$ cat src/run_stop_pkg.sv
// Purpose: Shared constants and types for the run/stop mode arbiter.
// Assumes: APB register window of 12 address bits, 32-bit data.
// Notes: All offsets and field positions live here, and the enable, select and forced-mode reset values.
package run_stop_pkg;

    // ------------------------------------------------------------------
    // Register map
    // ------------------------------------------------------------------
    localparam int ADDR_W = 12;
    localparam logic [ADDR_W-1:0] ADDR_CTRL = 12'h000;
    localparam logic [ADDR_W-1:0] ADDR_STAT = 12'h004;

    // ------------------------------------------------------------------
    // Control register fields
    // ------------------------------------------------------------------
    localparam int SEL_W = 4;
    localparam int CTRL_EN_BIT = 0;
    localparam int CTRL_SEL_LSB = 1;
    localparam int CTRL_FMODE_BIT = 8;
    localparam int CTRL_FRUN_BIT = 9;
    localparam int CTRL_FSTOP_BIT = 10;
    localparam logic CTRL_EN_RESET = 1'b0;
    localparam logic [SEL_W-1:0] CTRL_SEL_RESET = 4'h0;
    localparam logic CTRL_FMODE_RESET = 1'b0;

    // ------------------------------------------------------------------
    // Status register fields
    // ------------------------------------------------------------------
    localparam int STAT_RUN_BIT = 0;
    localparam int STAT_RSTOP_BIT = 1;
    localparam int STAT_RRUN_BIT = 2;
    localparam int STAT_SW_BIT = 3;
    localparam int STAT_RI_BIT = 4;
    localparam int STAT_FLATCH_BIT = 5;

    // ------------------------------------------------------------------
    // Input terminal counts
    // ------------------------------------------------------------------
    localparam int RUN_INPUTS_FULL = 16;
    localparam int RUN_INPUTS_SMALL = 8;

    // ------------------------------------------------------------------
    // Remote command state
    // ------------------------------------------------------------------
    typedef enum logic [1:0] {
        REMOTE_NONE,
        REMOTE_RUN,
        REMOTE_STOP
    } remote_t;

endpackage

$ cat src/level_sync_rise.sv
// Purpose: Two-stage synchroniser with a rising-edge pulse.
// Assumes: Single clock, asynchronous active-low reset.
// Notes: The first stage is read only by the second stage.
`timescale 1ns/1ps
module level_sync_rise (
    input wire logic pclk,
    input wire logic presetn,
    input wire logic din,
    output logic level,
    output logic rise
);

    logic stage1;
    logic stage2;
    logic stage3;
    logic next_stage1;
    logic next_stage2;
    logic next_stage3;

    // ------------------------------------------------------------------
    // Next values
    // ------------------------------------------------------------------
    always_comb begin
        next_stage1 = din;
        next_stage2 = stage1;
        next_stage3 = stage2;
    end

    always_ff @(posedge pclk or negedge presetn) begin
        if (!presetn) begin
            stage1 <= 1'b0;
            stage2 <= 1'b0;
            stage3 <= 1'b0;
        end else begin
            stage1 <= next_stage1;
            stage2 <= next_stage2;
            stage3 <= next_stage3;
        end
    end

    assign level = stage2;
    assign rise = stage2 & ~stage3;

    a_rise_one_cycle: assert property (@(posedge pclk) disable iff (!presetn)
        rise |=> !rise) else $error("Rise pulse lasted more than one cycle.");

endmodule // level_sync_rise

$ cat src/run_stop_arbiter.sv
// Purpose: Decides running or stopped from switch, run input and remote commands.
// Assumes: pclk at 100 MHz, presetn asynchronous active low, APB slave with no waits.
// Notes: Remote commands arrive as one-cycle pulses from the programming link logic.
//
// Summary of operation
// - Outside forced run mode, the front-panel switch in run runs the device; in stop it leaves the decision to the run input.
// - A control field picks one input terminal, 0 to 15 or 0 to 7 on the small part.
// - Outside forced run mode, the device runs when the picked, enabled run input or the switch asks for run.
// - Separate run and stop buttons work only via the program-driven request relays.
// - Remote run and remote stop commands force the running or stopped state.
// - Reset discards any remote state, leaving only switch and run input in charge.
// - After a remote stop a remote run command brings the device back to running.
// - After a remote stop, taking switch or run input to stop and back to run resumes.
`timescale 1ns/1ps
module run_stop_arbiter
    import run_stop_pkg::*;
#(
    parameter int NUM_INPUTS = RUN_INPUTS_FULL
) (
    input wire logic pclk,
    input wire logic presetn,
    input wire logic psel,
    input wire logic penable,
    input wire logic pwrite,
    input wire logic [ADDR_W-1:0] paddr,
    input wire logic [31:0] pwdata,
    output logic [31:0] prdata,
    output logic pready,
    output logic pslverr,
    input wire logic run_switch,
    input wire logic [NUM_INPUTS-1:0] input_terminals,
    input wire logic remote_run_cmd,
    input wire logic remote_stop_cmd,
    output logic running
);

    logic run_in_en;
    logic [SEL_W-1:0] run_sel;
    logic forced_run_mode_relay;
    logic forced_run_request_relay;
    logic forced_stop_request_relay;
    logic forced_latch;
    remote_t remote_state;
    logic next_run_in_en;
    logic [SEL_W-1:0] next_run_sel;
    logic next_forced_run_mode_relay;
    logic next_forced_run_request_relay;
    logic next_forced_stop_request_relay;
    logic next_forced_latch;
    remote_t next_remote_state;
    logic next_running;
    logic [31:0] next_prdata;
    logic [31:0] ctrl_word;
    logic [31:0] stat_word;
    logic sel_valid;
    logic sel_x;
    logic [(2**SEL_W)-1:0] terminals_wide;
    logic sw_lvl;
    logic sw_rise;
    logic ri_lvl;
    logic ri_rise;
    logic local_run;
    logic restart;
    logic wr_ctrl;
    logic seen_cmd;

    // ------------------------------------------------------------------
    // APB decode
    // ------------------------------------------------------------------
    assign pready = 1'b1;
    assign wr_ctrl = psel & penable & pwrite & (paddr == ADDR_CTRL);
    assign pslverr = psel & penable & (paddr != ADDR_CTRL) & (paddr != ADDR_STAT);

    // ------------------------------------------------------------------
    // Run input selection and synchronisers
    // ------------------------------------------------------------------
    assign sel_valid = int'(run_sel) < NUM_INPUTS;
    // Widened so that every select code indexes a real bit on the small part.
    assign terminals_wide = (2**SEL_W)'(input_terminals);
    assign sel_x = sel_valid ? terminals_wide[run_sel] : 1'b0;

    level_sync_rise u_switch_sync (
        .pclk(pclk),
        .presetn(presetn),
        .din(run_switch),
        .level(sw_lvl),
        .rise(sw_rise)
    );

    level_sync_rise u_run_input_sync (
        .pclk(pclk),
        .presetn(presetn),
        .din(run_in_en & sel_x),
        .level(ri_lvl),
        .rise(ri_rise)
    );

    // ------------------------------------------------------------------
    // Register file
    // ------------------------------------------------------------------
    always_comb begin
        ctrl_word = 32'h00000000;
        ctrl_word[CTRL_EN_BIT] = run_in_en;
        ctrl_word[CTRL_SEL_LSB +: SEL_W] = run_sel;
        ctrl_word[CTRL_FMODE_BIT] = forced_run_mode_relay;
        stat_word = 32'h00000000;
        stat_word[STAT_RUN_BIT] = running;
        stat_word[STAT_RSTOP_BIT] = (remote_state == REMOTE_STOP);
        stat_word[STAT_RRUN_BIT] = (remote_state == REMOTE_RUN);
        stat_word[STAT_SW_BIT] = sw_lvl;
        stat_word[STAT_RI_BIT] = ri_lvl;
        stat_word[STAT_FLATCH_BIT] = forced_latch;
        next_run_in_en = run_in_en;
        next_run_sel = run_sel;
        next_forced_run_mode_relay = forced_run_mode_relay;
        next_forced_run_request_relay = 1'b0;
        next_forced_stop_request_relay = 1'b0;
        if (wr_ctrl) begin
            next_run_in_en = pwdata[CTRL_EN_BIT];
            next_run_sel = pwdata[CTRL_SEL_LSB +: SEL_W];
            next_forced_run_mode_relay = pwdata[CTRL_FMODE_BIT];
            next_forced_run_request_relay = pwdata[CTRL_FRUN_BIT];
            next_forced_stop_request_relay = pwdata[CTRL_FSTOP_BIT];
        end
        next_prdata = prdata;
        if (psel && !penable) begin
            case (paddr)
                ADDR_CTRL: begin
                    next_prdata = ctrl_word;
                end
                ADDR_STAT: begin
                    next_prdata = stat_word;
                end
                default: begin
                    next_prdata = 32'h00000000;
                end
            endcase
        end
    end

    always_ff @(posedge pclk or negedge presetn) begin
        if (!presetn) begin
            run_in_en <= CTRL_EN_RESET;
            run_sel <= CTRL_SEL_RESET;
            forced_run_mode_relay <= CTRL_FMODE_RESET;
            forced_run_request_relay <= 1'b0;
            forced_stop_request_relay <= 1'b0;
            prdata <= 32'h00000000;
        end else begin
            run_in_en <= next_run_in_en;
            run_sel <= next_run_sel;
            forced_run_mode_relay <= next_forced_run_mode_relay;
            forced_run_request_relay <= next_forced_run_request_relay;
            forced_stop_request_relay <= next_forced_stop_request_relay;
            prdata <= next_prdata;
        end
    end

    // ------------------------------------------------------------------
    // Run/stop decision
    // ------------------------------------------------------------------
    always_comb begin
        local_run = forced_run_mode_relay ? forced_latch : (sw_lvl | ri_lvl);
        restart = sw_rise | ri_rise;
        next_forced_latch = forced_latch;
        if (!forced_run_mode_relay) begin
            next_forced_latch = 1'b0;
        end else if (forced_stop_request_relay) begin
            next_forced_latch = 1'b0;
        end else if (forced_run_request_relay) begin
            next_forced_latch = 1'b1;
        end
        next_remote_state = remote_state;
        if (remote_stop_cmd) begin
            next_remote_state = REMOTE_STOP;
        end else if (remote_run_cmd) begin
            next_remote_state = REMOTE_RUN;
        end else if (restart && remote_state == REMOTE_STOP) begin
            next_remote_state = REMOTE_NONE;
        end
        case (next_remote_state)
            REMOTE_RUN: begin
                next_running = 1'b1;
            end
            REMOTE_STOP: begin
                next_running = 1'b0;
            end
            default: begin
                next_running = local_run;
            end
        endcase
    end

    always_ff @(posedge pclk or negedge presetn) begin
        if (!presetn) begin
            forced_latch <= 1'b0;
            remote_state <= REMOTE_NONE;
            running <= 1'b0;
            seen_cmd <= 1'b0;
        end else begin
            forced_latch <= next_forced_latch;
            remote_state <= next_remote_state;
            running <= next_running;
            seen_cmd <= seen_cmd | remote_run_cmd | remote_stop_cmd;
        end
    end

    // ------------------------------------------------------------------
    // Assertions
    // ------------------------------------------------------------------
    a_switch_runs: assert property (@(posedge pclk) disable iff (!presetn)
        (sw_lvl && !forced_run_mode_relay && remote_state == REMOTE_NONE
         && !remote_stop_cmd) |=> running) else $error("Switch at run did not run.");
    a_idle_stops: assert property (@(posedge pclk) disable iff (!presetn)
        (!sw_lvl && !ri_lvl && !forced_run_mode_relay && remote_state == REMOTE_NONE
         && !remote_run_cmd && !remote_stop_cmd) |=> !running)
        else $error("Stopped sources did not stop.");
    a_sel_range: assert property (@(posedge pclk) disable iff (!presetn)
        !sel_valid [*2] |=> !ri_lvl)
        else $error("Out-of-range selection reached the run input.");
    a_run_input_runs: assert property (@(posedge pclk) disable iff (!presetn)
        (ri_lvl && !sw_lvl && !forced_run_mode_relay && remote_state == REMOTE_NONE
         && !remote_stop_cmd) |=> running) else $error("Run input did not run.");
    a_forced_latch: assert property (@(posedge pclk) disable iff (!presetn)
        (forced_run_mode_relay && forced_run_request_relay && !forced_stop_request_relay)
        |=> forced_latch) else $error("Run request relay ignored.");
    a_remote_stop: assert property (@(posedge pclk) disable iff (!presetn)
        remote_stop_cmd |=> (!running && remote_state == REMOTE_STOP))
        else $error("Remote stop did not stop.");
    a_remote_run: assert property (@(posedge pclk) disable iff (!presetn)
        (remote_run_cmd && !remote_stop_cmd) |=> running)
        else $error("Remote run did not run.");
    a_power_on_clear: assert property (@(posedge pclk) disable iff (!presetn)
        !seen_cmd |-> remote_state == REMOTE_NONE)
        else $error("Remote state present without a command.");
    a_restart_clears: assert property (@(posedge pclk) disable iff (!presetn)
        (restart && remote_state == REMOTE_STOP && !remote_stop_cmd && !remote_run_cmd)
        |=> remote_state == REMOTE_NONE) else $error("Restart edge kept remote stop.");
    a_switch_latency: assert property (@(posedge pclk) disable iff (!presetn)
        ($rose(sw_lvl) && !ri_lvl && !forced_run_mode_relay && !remote_run_cmd
         && !remote_stop_cmd && remote_state != REMOTE_RUN) |=> running)
        else $error("Switch edge did not resume running.");

    c_remote_stop_resume: cover property (@(posedge pclk) disable iff (!presetn)
        remote_state == REMOTE_STOP ##1 remote_state == REMOTE_NONE ##1 running);
    c_remote_run: cover property (@(posedge pclk) disable iff (!presetn)
        remote_run_cmd ##1 running && !sw_lvl);
    c_run_input: cover property (@(posedge pclk) disable iff (!presetn)
        ri_lvl && !sw_lvl ##1 running);
    c_forced_mode: cover property (@(posedge pclk) disable iff (!presetn)
        forced_run_mode_relay && forced_latch ##1 running);

endmodule // run_stop_arbiter

$ cat config.mk
export PLATFORM = sky130hd
export DESIGN_NAME = run_stop_arbiter
export DESIGN_NICKNAME = d
export VERILOG_FILES = /design/src/run_stop_pkg.sv /design/src/level_sync_rise.sv /design/src/run_stop_arbiter.sv
export SDC_FILE = /design/constraint.sdc
export NUM_CORES = 1
export LEC_CHECK = 0
export BUFFER_PORTS_ARGS = -buffer_cell sky130_fd_sc_hd__buf_2
export CAP_MARGIN = 20
export CORE_MARGIN = 10
export CORE_UTILIZATION = 43
export CTS_BUF_LIST = sky130_fd_sc_hd__clkbuf_16
export DETAILED_ROUTE_END_ITERATION = 8
export PLACE_DENSITY = 0.84
export SLEW_MARGIN = 20
export SYNTH_ARGS = -nofsm -noshare
export SYNTH_HDL_FRONTEND = slang
export SYNTH_SLANG_ARGS = --single-unit
$ cat constraint.sdc
create_clock -name pclk -period 3.49 [get_ports pclk]
set_clock_uncertainty 0.2 [all_clocks]
set_input_delay 0.698 -clock pclk [delete_from_list [all_inputs] [get_ports pclk]]
set_output_delay 0.698 -clock pclk [all_outputs]
set_load 0.005 [all_outputs]
==> impl_metrics.yaml <==
routing:
  drt_iter0_drc: 35
  drc_errors: 0
  ant_nets: 0
  viasPerCell: 4.56
  wl_per_cell_um: 14.5
  num_vias: 1016
  wirelength_um: 3230
  first_pass_iters: 4
grt:
  grt_pass1_vias: 1140
  grt_pass1_wl_um: 5250
  grt_max_degree: 26
  grt_overflow: 0
  grt_usage_pct: 10.7
  grt_antenna_before_repair: 0
yosys:
  yosys_warnings: 0
  synth_area_per_cell_um2: 10.7
  ys_seq_area_share_pct: 45.1
  yosys.area.top_type: "dfrtp_1"
  yosysTopAreaCellShare_pct: 45.1
  syn_inst: 129
  syn-cell-area_um2: 1390
  synth_edf_count: 0
  async_reset_ff_share_pct: 100
  ys_types: 31
  yosys-top-cells-area: "dfrtp_1 (45%), buf_4 (14%), mux2_4 (6.5%), mux4_2 (3.2%), mux2i_1 (2.9%)"
  yosys_register_bits: 25
  synthFlopType: "dfrtp_1"
final_layout:
  insertedDiodeCount: 0
  largest_reg_flops: 7
  area_growth_pct: 19.5
  top_register: "prdata"
  final_nets: 249
  final_area_um2: 1660
  top_regs: "prdata x7, run_sel x4, remote_state x2"
  drive_gt1_share_pct: 39.7
timing:
  slew_headroom_pct: 64.7
  fin_setup_tns_ns: 0
  period_needed_ns: 2.40
  setup_viol: 0
  tightest_slew_ns: 0.529
  period_share_pct: 68.7
  hold_violations: 0
  hold_slack_ns: 0.152
  layout_setup_ws_ns: 1.09
  rsz0062_at_grt: "false"
  slew_violations: 0
  fmax_ghz: 0.417
floorplan:
  die_area_um2: 5900
  io_pins: 103
  die_h_um: 76.8
  core_area_um2: 3080
  die_width_um: 76.8
  rows: 20
  start_util_pct: 45.0
run_status:
  status: "finished, final reports clean"
clock_tree:
  cts-root-buf: "clkbuf_16"
  htree_levels: 1
  cts.sinks: 25
  cts_hold_buf: 0
  cts_tree: "done"
  postCtsSetupBuffers: 0
  cts_made_buffers: 3
  post_cts_resized: 0
  clk_pin_slew_ns: 0.07
  max-clock-path-buffers: 2
  insertion_delay_ns: 0.26
place:
  hpwlAfterDp_um: 2740
  placedInstanceArea_um2: 1570
  numPortBuffers: 52
  dp_slack_ns: 0.794
  gp_congestion: 0.768
power:
  ir_worst_vdd_mv: 0.376
  p_leak_uw: 0.000884
  p_per_area_nw_per_um2: 375
min_path:
  hp-class: "reg -> reg"
  hold_path_depth: 0
worst_setup_path:
  crit_type: "in -> reg"
  crit_path_end_kind: "flop"
  crit_required_ns: 3.44
  worstPathCellList: "buf_2 > nor4_2 > nand3_1 > or4_1 > mux2_4"
  cp_max_fo: 8
  slowest_delay_ns: 0.72
  start_kind: "input pin"
  arrival_ns: 2.35
  ff2ff_path_depth: 4
  slowest_stage: "or4_1"
job:
  drv_cap: 0
[cell usage after synthesis, types with 3 or more instances]
library cell,instances
o21ai_0,6
a21oi_1,3
mux2_2,3
buf_4,26
mux2i_1,4
mux2_4,6
nand2b_1,4
dfrtp_1,25
nand2_1,8
inv_1,5
nor2_1,10
nor3b_1,3
[stage by stage]
| stage | power [uW] | util (%) | cells |
|---|---|---|---|
| 6_report | 621 | 53.8 | 223 |
| 4_1_cts | 623 | 53.8 | 223 |
| 3_5_place_dp | 366 | 51.1 | 219 |
| 5_1_grt | 645 | 53.8 | 223 |
| 2_1_floorplan | 350 | - | 153 |
| 3_3_place_gp | 362 | 51.1 | 219 |
[cell usage in the layout, fill, tap and decap left out, types with 3 or more instances in the layout]
master / synthesis / routed
nand2b_1: 4 / 4
dfrtp_1: 25 / 25
mux2_2: 3 / 3
conb_1: 2 / 26
mux2_4: 6 / 6
inv_1: 5 / 5
nor2_1: 10 / 10
mux2i_1: 4 / 4
clkbuf_16: 0 / 3
a21oi_1: 3 / 3
nand2_1: 8 / 8
buf_2: 1 / 52
nor3b_1: 3 / 3
o21ai_0: 6 / 6
[report_power, final]
group	internal (uW)	total, uW	switching, uW
Clock	158	260	102
Sequential	295	298	3.31
Combinational	30.2	62.7	32.5
Total	483	621	138
[kinds of logic after synthesis]
family,share of synthesized area (%)
buffers and inverters,17.1
and+or+nand+nor,13.8
DFF,45.1
AOI/OAI and AO/OA,7.40
muxes,15.1
other,0.542
adders and majority gates,0.902
[routing by layer]
| layer | wire, um | GRT usage, % |
|---|---|---|
| met5 | 0 | 0 |
| met3 | 255 | 4.90 |
| met4 | 15 | 2.23 |
| met1 | 1300 | 11.4 |
| met2 | 1660 | 19.0 |
[final timing paths]
| kind | startpoint | to | slack, ns |
|---|---|---|---|
| max in group asynchronous | presetn | remote_state[0]$_DFF_PN0_ | 2.52 |
| min | u_run_input_sync.next_stage2$_DFF_PN0_ | u_run_input_sync.level$_DFF_PN0_ | 0.15 |
| max | paddr[10] | run_in_en$_DFFE_PN0P_ | 1.09 |
| min in group asynchronous | presetn | prdata[0]$_DFFE_PN0P_ | 0.21 |
| min reg2reg | u_run_input_sync.next_stage2$_DFF_PN0_ | u_run_input_sync.level$_DFF_PN0_ | 0.15 |
| max reg2reg | run_sel[0]$_DFFE_PN0P_ | u_run_input_sync.next_stage2$_DFF_PN0_ | 1.59 |
[layout make-up]
type | count | area (um2)
sequential | 25 | 626
multi-input combinational | 93 | 613
clock inverter | 1 | 8.76
tap | 44 | 55.1
timing repair buffer | 52 | 260
clock buffer | 3 | 75.1
inverter | 5 | 18.8
fill | 302 | 1420
[worst max-delay path: cells and delay by family]
family	cells	cell delay [ns]
mux	1	0.38
simple gates	3	1.17
buf+inv	1	0.10
Note: power is estimated with default switching activity, not from simulation.
